## config.mk

```make
export PLATFORM = sky130hd
export DESIGN_NAME = gcf_top
export DESIGN_NICKNAME = d
export VERILOG_FILES = /design/src/pkg/gcf_pkg.sv /design/src/core/gcf_sync.sv /design/src/core/gcf_zone_map.sv /design/src/core/gcf_top.sv
export SDC_FILE = /design/constraint.sdc
export NUM_CORES = 1
export LEC_CHECK = 0
export BUFFER_PORTS_ARGS = -buffer_cell sky130_fd_sc_hd__buf_2
export CORE_MARGIN = 2
export CORE_UTILIZATION = 45
export DETAILED_ROUTE_END_ITERATION = 10
export MAX_ROUTING_LAYER = met4
export PLACE_DENSITY = 0.75
export SLEW_MARGIN = 20
export SYNTH_ARGS = -nofsm -noshare
export SYNTH_HDL_FRONTEND = slang
export SYNTH_SLANG_ARGS = --single-unit
export TNS_END_PERCENT = 10
```

## constraint.sdc

```tcl
create_clock -name clk_sys_i -period 1.3 [get_ports clk_sys_i]
set_input_delay 0.13 -clock clk_sys_i [delete_from_list [all_inputs] [get_ports clk_sys_i]]
set_output_delay 0.13 -clock clk_sys_i [all_outputs]
set_load 0.01 [all_outputs]
```

## src/pkg/gcf_pkg.sv

```systemverilog
// Purpose: constants shared by the global config / fault zone block
// Assumes: 8 channels, two zones of four, 8-bit command data
// Notes: command codes are local choices of this block
package gcf_pkg;

  // channel and zone layout
  localparam int NUM_CH = 8;
  localparam int ZONE_CH = 4;
  localparam int NUM_ZONE = 2;
  localparam int NUM_LINE = 4;

  // command codes for the three registers
  localparam logic [7:0] CMD_GLOBAL_CONFIG = 8'hd1;
  localparam logic [7:0] CMD_PROP_FIRST = 8'hd2;
  localparam logic [7:0] CMD_PROP_SECOND = 8'hd3;

  // global config field positions
  localparam int GC_FAULT_LOG = 7;
  localparam int GC_VIN_CLR = 6;
  localparam int GC_POL_SECOND = 5;
  localparam int GC_POL_FIRST = 4;
  localparam int GC_SHARE_INH = 3;
  localparam int GC_PEC_REQ = 2;
  localparam int GC_LONG_TMO = 1;
  localparam int GC_WPU_DIS = 0;

  // propagate register: only bit 0 is stored
  localparam int PROP_BIT = 0;

  // reset values
  localparam logic [7:0] GLOBAL_CONFIG_RST = 8'h00;
  localparam logic [7:0] PROP_RST = 8'h00;
  localparam logic [7:0] RDATA_RST = 8'h00;

  // timeout multipliers
  localparam logic [3:0] TMO_MULT_NORMAL = 4'h1;
  localparam logic [3:0] TMO_MULT_LONG = 4'h8;

  // synchroniser width: two start pins, share clock, four zone lines
  localparam int SYNC_W = 7;
  localparam int SY_START_FIRST = 0;
  localparam int SY_START_SECOND = 1;
  localparam int SY_SHARE = 2;
  localparam int SY_ZONE = 3;

endpackage : gcf_pkg

```

## src/core/gcf_sync.sv

```systemverilog
// Purpose: two-flop synchroniser for pin inputs
// Assumes: inputs are asynchronous levels
// Notes: first stage feeds only the second stage
`timescale 1ns/10ps
module gcf_sync
  import gcf_pkg::*;
#(
  parameter int W = SYNC_W
) (
  input wire logic clk_sys_i,
  input wire logic srst_i,
  input wire logic [W-1:0] async_i,
  input wire logic [W-1:0] rst_val_i,
  output logic [W-1:0] sync_o
);

  typedef struct packed {
    logic [W-1:0] meta;
    logic [W-1:0] stable;
  } gcf_sync_t;

  gcf_sync_t st_reg;
  gcf_sync_t st_next;

  // shift the pin through two stages
  always_comb begin
    st_next.meta = async_i;
    st_next.stable = st_reg.meta;
  end

  // reset both stages to the caller's idle level, so no false edge follows reset
  always_ff @(posedge clk_sys_i) begin
    if (srst_i) begin
      st_reg.meta <= rst_val_i;
      st_reg.stable <= rst_val_i;
    end else begin
      st_reg <= st_next;
    end
  end

  assign sync_o = st_reg.stable;

endmodule : gcf_sync

```

## src/core/gcf_zone_map.sv

```systemverilog
// Purpose: map four channels of one zone onto its two fault lines
// Assumes: line inputs are already synchronised, low = asserted
// Notes: purely combinational; the top registers the results
`timescale 1ns/10ps
module gcf_zone_map
  import gcf_pkg::*;
(
  input wire logic [ZONE_CH-1:0] faulted_off_i,
  input wire logic [ZONE_CH-1:0] prop_first_i,
  input wire logic [ZONE_CH-1:0] prop_second_i,
  input wire logic [ZONE_CH-1:0] resp_first_i,
  input wire logic [ZONE_CH-1:0] resp_second_i,
  input wire logic line_a_low_i,
  input wire logic line_b_low_i,
  output logic pull_a_o,
  output logic pull_b_o,
  output logic [ZONE_CH-1:0] shut_o
);

  // any propagating faulted-off channel pulls its line
  assign pull_a_o = |(faulted_off_i & prop_first_i);
  assign pull_b_o = |(faulted_off_i & prop_second_i);

  // a low line stops only channels whose response is set
  assign shut_o = ({ZONE_CH{line_a_low_i}} & resp_first_i) |
                  ({ZONE_CH{line_b_low_i}} & resp_second_i);

endmodule : gcf_zone_map

```

## src/core/gcf_top.sv

```systemverilog
// Purpose: global config byte and per-page fault zone propagation
// Assumes: command engine decodes bus traffic and supplies page
// Notes: zone lines and share clock are open-drain, oe_n low drives
//
// Summary of operation
// - fault records go to nonvolatile memory only when bit 7 is set.
// - with bit 6 set, input-on rising edge clears all latched faults.
// - bit 5 picks the active level of the second start input.
// - bit 4 picks the active level of the first start input.
// - with bit 3 set, share clock held low while input is off.
// - with bit 3 set, share clock seen low turns all channels off.
// - bit 2 set makes packet error check mandatory, else optional.
// - bit 1 set multiplies the bus timeout by eight.
// - bit 0 clear enables input-enable weak pull-up, else three-state.
// - global byte applies to all channels, reachable from any page.
// - pages 0-3 use zone 0 lines, pages 4-7 zone 1 lines.
// - first propagate bit lets faulted-off channel pull line a low.
// - second propagate bit lets faulted-off channel pull line b low.
// - propagate bits 7 to 1 ignore writes and read zero.
// - channels with response zero keep running when zone line low.
// - zone shutdown drives alert low and sets a status bit.
`timescale 1ns/10ps
module gcf_top
  import gcf_pkg::*;
(
  input wire logic clk_sys_i,
  input wire logic srst_i,
  // command port from the bus engine
  input wire logic cmd_wr_i,
  input wire logic cmd_rd_i,
  input wire logic [7:0] cmd_code_i,
  input wire logic [2:0] cmd_page_i,
  input wire logic [7:0] cmd_wdata_i,
  output logic [7:0] cmd_rdata_o,
  output logic cmd_rvalid_o,
  // internal device status
  input wire logic vin_on_i,
  input wire logic fault_event_i,
  input wire logic powered_up_i,
  input wire logic vin_en_forced_off_i,
  input wire logic [NUM_CH-1:0] faulted_off_i,
  input wire logic [NUM_CH-1:0] resp_first_i,
  input wire logic [NUM_CH-1:0] resp_second_i,
  // pins
  input wire logic first_start_input_i,
  input wire logic second_start_input_i,
  input wire logic share_clk_i,
  output logic share_clk_o,
  output logic share_clk_oe_n_o,
  input wire logic [NUM_LINE-1:0] zone_fault_line_i,
  output logic [NUM_LINE-1:0] zone_fault_line_o,
  output logic [NUM_LINE-1:0] zone_fault_line_oe_n_o,
  // controls to the rest of the device
  output logic fault_log_req_o,
  output logic clear_faults_o,
  output logic first_start_active_o,
  output logic second_start_active_o,
  output logic all_off_o,
  output logic pec_required_o,
  output logic [3:0] timeout_mult_o,
  output logic vin_en_wpu_en_o,
  output logic vin_en_tristate_o,
  output logic [NUM_CH-1:0] zone_shutdown_o,
  output logic [NUM_CH-1:0] status_zone_set_o,
  output logic alert_n_o
);

  //////////////////////////////////////////////////////////////////
  // state

  typedef struct packed {
    logic [7:0] gcfg;
    logic [NUM_CH-1:0] prop_first;
    logic [NUM_CH-1:0] prop_second;
    logic [7:0] rdata;
    logic rvalid;
    logic vin_on_d;
    logic clr_faults;
    logic log_req;
    logic start_first;
    logic start_second;
    logic share_lvl;
    logic share_oe_n;
    logic all_off;
    logic pec_req;
    logic [3:0] tmo_mult;
    logic wpu_en;
    logic vinen_tri;
    logic [NUM_LINE-1:0] zone_lvl;
    logic [NUM_LINE-1:0] zone_oe_n;
    logic [NUM_CH-1:0] shut;
    logic [NUM_CH-1:0] stat_set;
    logic alert_n;
  } gcf_state_t;

  gcf_state_t st_reg;
  gcf_state_t st_next;

  logic [SYNC_W-1:0] pins_sync;
  logic [NUM_ZONE-1:0] pull_a;
  logic [NUM_ZONE-1:0] pull_b;
  logic [NUM_CH-1:0] shut_now;

  //////////////////////////////////////////////////////////////////
  // pin synchronisers

  gcf_sync #(
    .W(SYNC_W)
  ) u_sync (
    .clk_sys_i(clk_sys_i),
    .srst_i(srst_i),
    .async_i({zone_fault_line_i, share_clk_i,
              second_start_input_i, first_start_input_i}),
    .rst_val_i('1),
    .sync_o(pins_sync)
  );

  //////////////////////////////////////////////////////////////////
  // zone mapping, one instance per zone

  // zone z owns channels 4z..4z+3 and lines 2z, 2z+1
  for (genvar z = 0; z < NUM_ZONE; z++) begin : g_zone
    gcf_zone_map u_map (
      .faulted_off_i(faulted_off_i[z*ZONE_CH +: ZONE_CH]),
      .prop_first_i(st_reg.prop_first[z*ZONE_CH +: ZONE_CH]),
      .prop_second_i(st_reg.prop_second[z*ZONE_CH +: ZONE_CH]),
      .resp_first_i(resp_first_i[z*ZONE_CH +: ZONE_CH]),
      .resp_second_i(resp_second_i[z*ZONE_CH +: ZONE_CH]),
      .line_a_low_i(~pins_sync[SY_ZONE + 2*z]),
      .line_b_low_i(~pins_sync[SY_ZONE + 2*z + 1]),
      .pull_a_o(pull_a[z]),
      .pull_b_o(pull_b[z]),
      .shut_o(shut_now[z*ZONE_CH +: ZONE_CH])
    );
  end

  //////////////////////////////////////////////////////////////////
  // next state

  always_comb begin
    st_next = st_reg;

    // register writes; global byte ignores the page
    if (cmd_wr_i) begin
      unique case (cmd_code_i)
        CMD_GLOBAL_CONFIG: st_next.gcfg = cmd_wdata_i;
        CMD_PROP_FIRST: begin
          st_next.prop_first[cmd_page_i] = cmd_wdata_i[PROP_BIT];
        end
        CMD_PROP_SECOND: begin
          st_next.prop_second[cmd_page_i] = cmd_wdata_i[PROP_BIT];
        end
        default: ;
      endcase
    end

    // reads answer one cycle later; unknown codes read zero
    st_next.rvalid = cmd_rd_i;
    st_next.rdata = RDATA_RST;
    if (cmd_rd_i) begin
      unique case (cmd_code_i)
        CMD_GLOBAL_CONFIG: st_next.rdata = st_reg.gcfg;
        CMD_PROP_FIRST: begin
          st_next.rdata = {7'h00, st_reg.prop_first[cmd_page_i]};
        end
        CMD_PROP_SECOND: begin
          st_next.rdata = {7'h00, st_reg.prop_second[cmd_page_i]};
        end
        default: ;
      endcase
    end

    // logging gate
    st_next.log_req = fault_event_i & st_reg.gcfg[GC_FAULT_LOG];

    // input-on edge clears latched faults
    st_next.vin_on_d = vin_on_i;
    st_next.clr_faults = vin_on_i & ~st_reg.vin_on_d &
                         st_reg.gcfg[GC_VIN_CLR];

    // start inputs are active when the pin matches polarity
    st_next.start_second = ~(pins_sync[SY_START_SECOND] ^
                             st_reg.gcfg[GC_POL_SECOND]);
    st_next.start_first = ~(pins_sync[SY_START_FIRST] ^
                            st_reg.gcfg[GC_POL_FIRST]);

    // share clock inhibit: drive low while input is off
    st_next.share_lvl = 1'b0;
    st_next.share_oe_n = ~(st_reg.gcfg[GC_SHARE_INH] & ~vin_on_i);
    // seen low from anyone, ourselves included, stops every channel
    st_next.all_off = st_reg.gcfg[GC_SHARE_INH] &
                      ~pins_sync[SY_SHARE];

    // bus engine controls
    st_next.pec_req = st_reg.gcfg[GC_PEC_REQ];
    st_next.tmo_mult = st_reg.gcfg[GC_LONG_TMO] ?
                       TMO_MULT_LONG : TMO_MULT_NORMAL;

    // input-enable pull-up only once up and not forced off
    st_next.wpu_en = ~st_reg.gcfg[GC_WPU_DIS] & powered_up_i &
                     ~vin_en_forced_off_i;
    st_next.vinen_tri = st_reg.gcfg[GC_WPU_DIS] & powered_up_i &
                        ~vin_en_forced_off_i;

    // zone line drivers, low level only
    st_next.zone_lvl = '0;
    for (int z = 0; z < NUM_ZONE; z++) begin
      st_next.zone_oe_n[2*z] = ~pull_a[z];
      st_next.zone_oe_n[2*z+1] = ~pull_b[z];
    end

    // zone shutdown and its status / alert pulse
    st_next.shut = shut_now;
    st_next.stat_set = shut_now & ~st_reg.shut;
    st_next.alert_n = ~|(shut_now & ~st_reg.shut);
  end

  //////////////////////////////////////////////////////////////////
  // state register

  always_ff @(posedge clk_sys_i) begin
    if (srst_i) begin
      st_reg <= '0;
      st_reg.gcfg <= GLOBAL_CONFIG_RST;
      st_reg.prop_first <= PROP_RST;
      st_reg.prop_second <= PROP_RST;
      st_reg.share_lvl <= 1'b0;
      st_reg.share_oe_n <= 1'b1;
      st_reg.tmo_mult <= TMO_MULT_NORMAL;
      st_reg.zone_oe_n <= '1;
      st_reg.alert_n <= 1'b1;
    end else begin
      st_reg <= st_next;
    end
  end

  //////////////////////////////////////////////////////////////////
  // outputs, all straight from the state register

  assign cmd_rdata_o = st_reg.rdata;
  assign cmd_rvalid_o = st_reg.rvalid;
  assign fault_log_req_o = st_reg.log_req;
  assign clear_faults_o = st_reg.clr_faults;
  assign first_start_active_o = st_reg.start_first;
  assign second_start_active_o = st_reg.start_second;
  assign share_clk_o = st_reg.share_lvl;
  assign share_clk_oe_n_o = st_reg.share_oe_n;
  assign all_off_o = st_reg.all_off;
  assign pec_required_o = st_reg.pec_req;
  assign timeout_mult_o = st_reg.tmo_mult;
  assign vin_en_wpu_en_o = st_reg.wpu_en;
  assign vin_en_tristate_o = st_reg.vinen_tri;
  assign zone_fault_line_o = st_reg.zone_lvl;
  assign zone_fault_line_oe_n_o = st_reg.zone_oe_n;
  assign zone_shutdown_o = st_reg.shut;
  assign status_zone_set_o = st_reg.stat_set;
  assign alert_n_o = st_reg.alert_n;

endmodule : gcf_top

```

==> metrics <==
DRC violations left 0; Hold Vio Cnt, Final 0; Ant. Diodes 0; Clock Sinks 80; hold path depth 3; Post-synth EDFFs 0; CTS Buf Count 9; reg2reg end cmd_rdata_o[0]; TritonCTS clock tree yes; vias in the first global route 2624; Reg2Reg Setup Slack 0.05 ns; register bit count reported by yosys 80; Seq/Total Area, Yosys 50.6%; vias post-DR 2583; outcome completed; die width 87.9 um; instance area after placement 3710 um^2; routability cong. 0.859; Avg WL per Cell 13.8 um; fin util 59.9%; Die Ht 87.9 um; Achievable Freq 800 MHz; share of cells above drive strength 1 40.7%; CP Capture Type register; setup bufs post-CTS 0; final critical-path required period 1.25 ns; fin. max-slew vios 0; Final setup viols 0; DR pass1 iterations 4; largest net degree at the start of global routing 52; Top Ports 106; WS Path Type reg -> reg; CTS Buffer Depth 2; Req. time, crit path 1.53 ns; CP top delay family multiplexers; Worst Reg-to-Reg Cells 3; Setup WS post-layout 0.0495 ns; number of port buffers 98; initial cell density of the core 46.6%; Hold Crit Class in -> reg; top cells by area, synth dfxtp_1, buf_4, mux2i_1; Worst setup SP type register; average size of a mapped cell 10.0 um^2; Critical Path Max Stage Delay 0.46 ns; Max VDD drop 0.839 mV; core area 6790 um^2; die area 7720 um^2; H-tree Lvls 3; fin nets 481; GRT Total Usage 20.4%; most frequent cells in the layout buf_2, dfxtp_1, buf_4, mux2i_1, nor2_1; worst hold path endpoint st_reg[69]; Slowest cell on crit path mux4_2; WP data arrival 1.48 ns; final WL 7250 um; Largest register FFs 24; Worst Path Buf+Inv 0; total chip power 4.79 mW; Netlist cell types 43; Async S/R FF share, synth 0%; total gr overflow 0; Starting DRT DRC Count 147; commonest non-fill, non-tap cell in the layout buf_2; top cell type's share of synthesized area 50.6%; Layout area overhead 28.6%; antenna violations before repair 0; Worst Setup Slack post-DPL -0.199 ns; Final HPWL DP 5260 um; crit path cell chain mux4_2, mux2i_1, a311oi_1; Max Cap Viol 0; hold_sp cmd_wdata_i[4]; first-pass GRT wire length 11700 um; post-route ant nets 0; clock insertion delay at the later pin of the skew report 0.35 ns; final instance area 4070 um^2; synthesized area 3160 um^2; clock slew at reported path FFs 0.08 ns; Leakage 1.88 nW; Std-Cell Rows 30; dominant synthesized flop cell dfxtp_1; YS warnings 0; Final Cycle Share 96.2%; P per Cell Area 1180 nW/um^2; Via density 4.93; Root Driver clkbuf_8; Synth area leader dfxtp_1; Cells after Synth 315; Reg2Reg Launch Point st_reg[55]; Crit Path Max Fanout 3; worst clock skew 0.00794 ns
-- where the power goes --
part / total, mW / internal (mW) / leakage, nW / switching (mW)
Combinational: 0.404 / 0.194 / 1.13 / 0.210
Sequential: 2.51 / 2.49 / 0.650 / 0.0153
Clock: 1.88 / 0.957 / 0.101 / 0.921
-- logic make-up (layout without fill, tap and decap cells) --
kind of cell           after synthesis  after routing  share of synthesized area [%]
multiplexers                        25             25                           9.17
XOR/XNOR                             2              2                          0.554
buffers and inverters               59            166                           11.4
AO/OA/AOI/OAI                       39             39                           8.38
flip-flops                          80             80                           50.6
other                                1              7                          0.119
AND/OR/NAND/NOR                    109            109                           19.7
-- metrics by stage --
stage | hold WS (ns) | setup TNS (ns) | std cells
floorplan | 0.206 | 0 | 321
global placement | 0.310 | -1.04 | 496
detailed placement | 0.314 | -2.37 | 496
CTS | 0.000732 | 0 | 524
global route | 0.0168 | -0.00766 | 524
finish | 0.0115 | 0 | 524
-- synthesized netlist by cell type (9+ instances only) --
library cell  instances
dfxtp_1              80
and2_1                9
clkbuf_1             12
mux2i_1              20
buf_4                37
nand2_1              14
nor2_1               20
nand3_1              12
or2_2                14
-- worst max path at each step --
stage	slack, ns	to	from	cells past startpoint
after floorplan	0.03	st_next[31]	cmd_code_i[1]	4
after detailed placement	-0.20	st_reg[56]	cmd_code_i[3]	6
after CTS	0.03	alert_n_o	u_sync.sync_o[5]	4
final	0.05	cmd_rdata_o[0]	st_reg[55]	3
after global placement	-0.11	st_reg[54]	cmd_code_i[3]	6
after global routing	-0.008	alert_n_o	u_sync.sync_o[5]	4
-- layout make-up --
class,instances,area [um^2]
repair buffers,142,851
inverters,8,30.0
clock buffers,11,141
clock inverters,5,63.8
fillers,573,2720
multi-input cells,182,1260
flip-flops and latches,80,1600
well taps,96,120
-- worst reg2reg max path, cell delays in order (launching register included) --
cell and delay (ns):
dfxtp_1 0.34, mux4_2 0.47, mux2i_1 0.20, a311oi_1 0.13
-- repair_timing --
| action | CTS | global route |
|---|---|---|
| endpoints found under the hold margin | 13 | 0 |
| hold buffers | 12 | 0 |
| endpoints found under the setup margin | 0 | 1 |
| gates resized for setup | 0 | 6 |
-- metal layers --
layer | global-route usage (%) | routed length, um
met3 | 6.60 | 497
met4 | 9.23 | 134
met2 | 33.9 | 3650
met5 | - | 0
met1 | 22.3 | 2960
(Power assumes the default switching activity.)
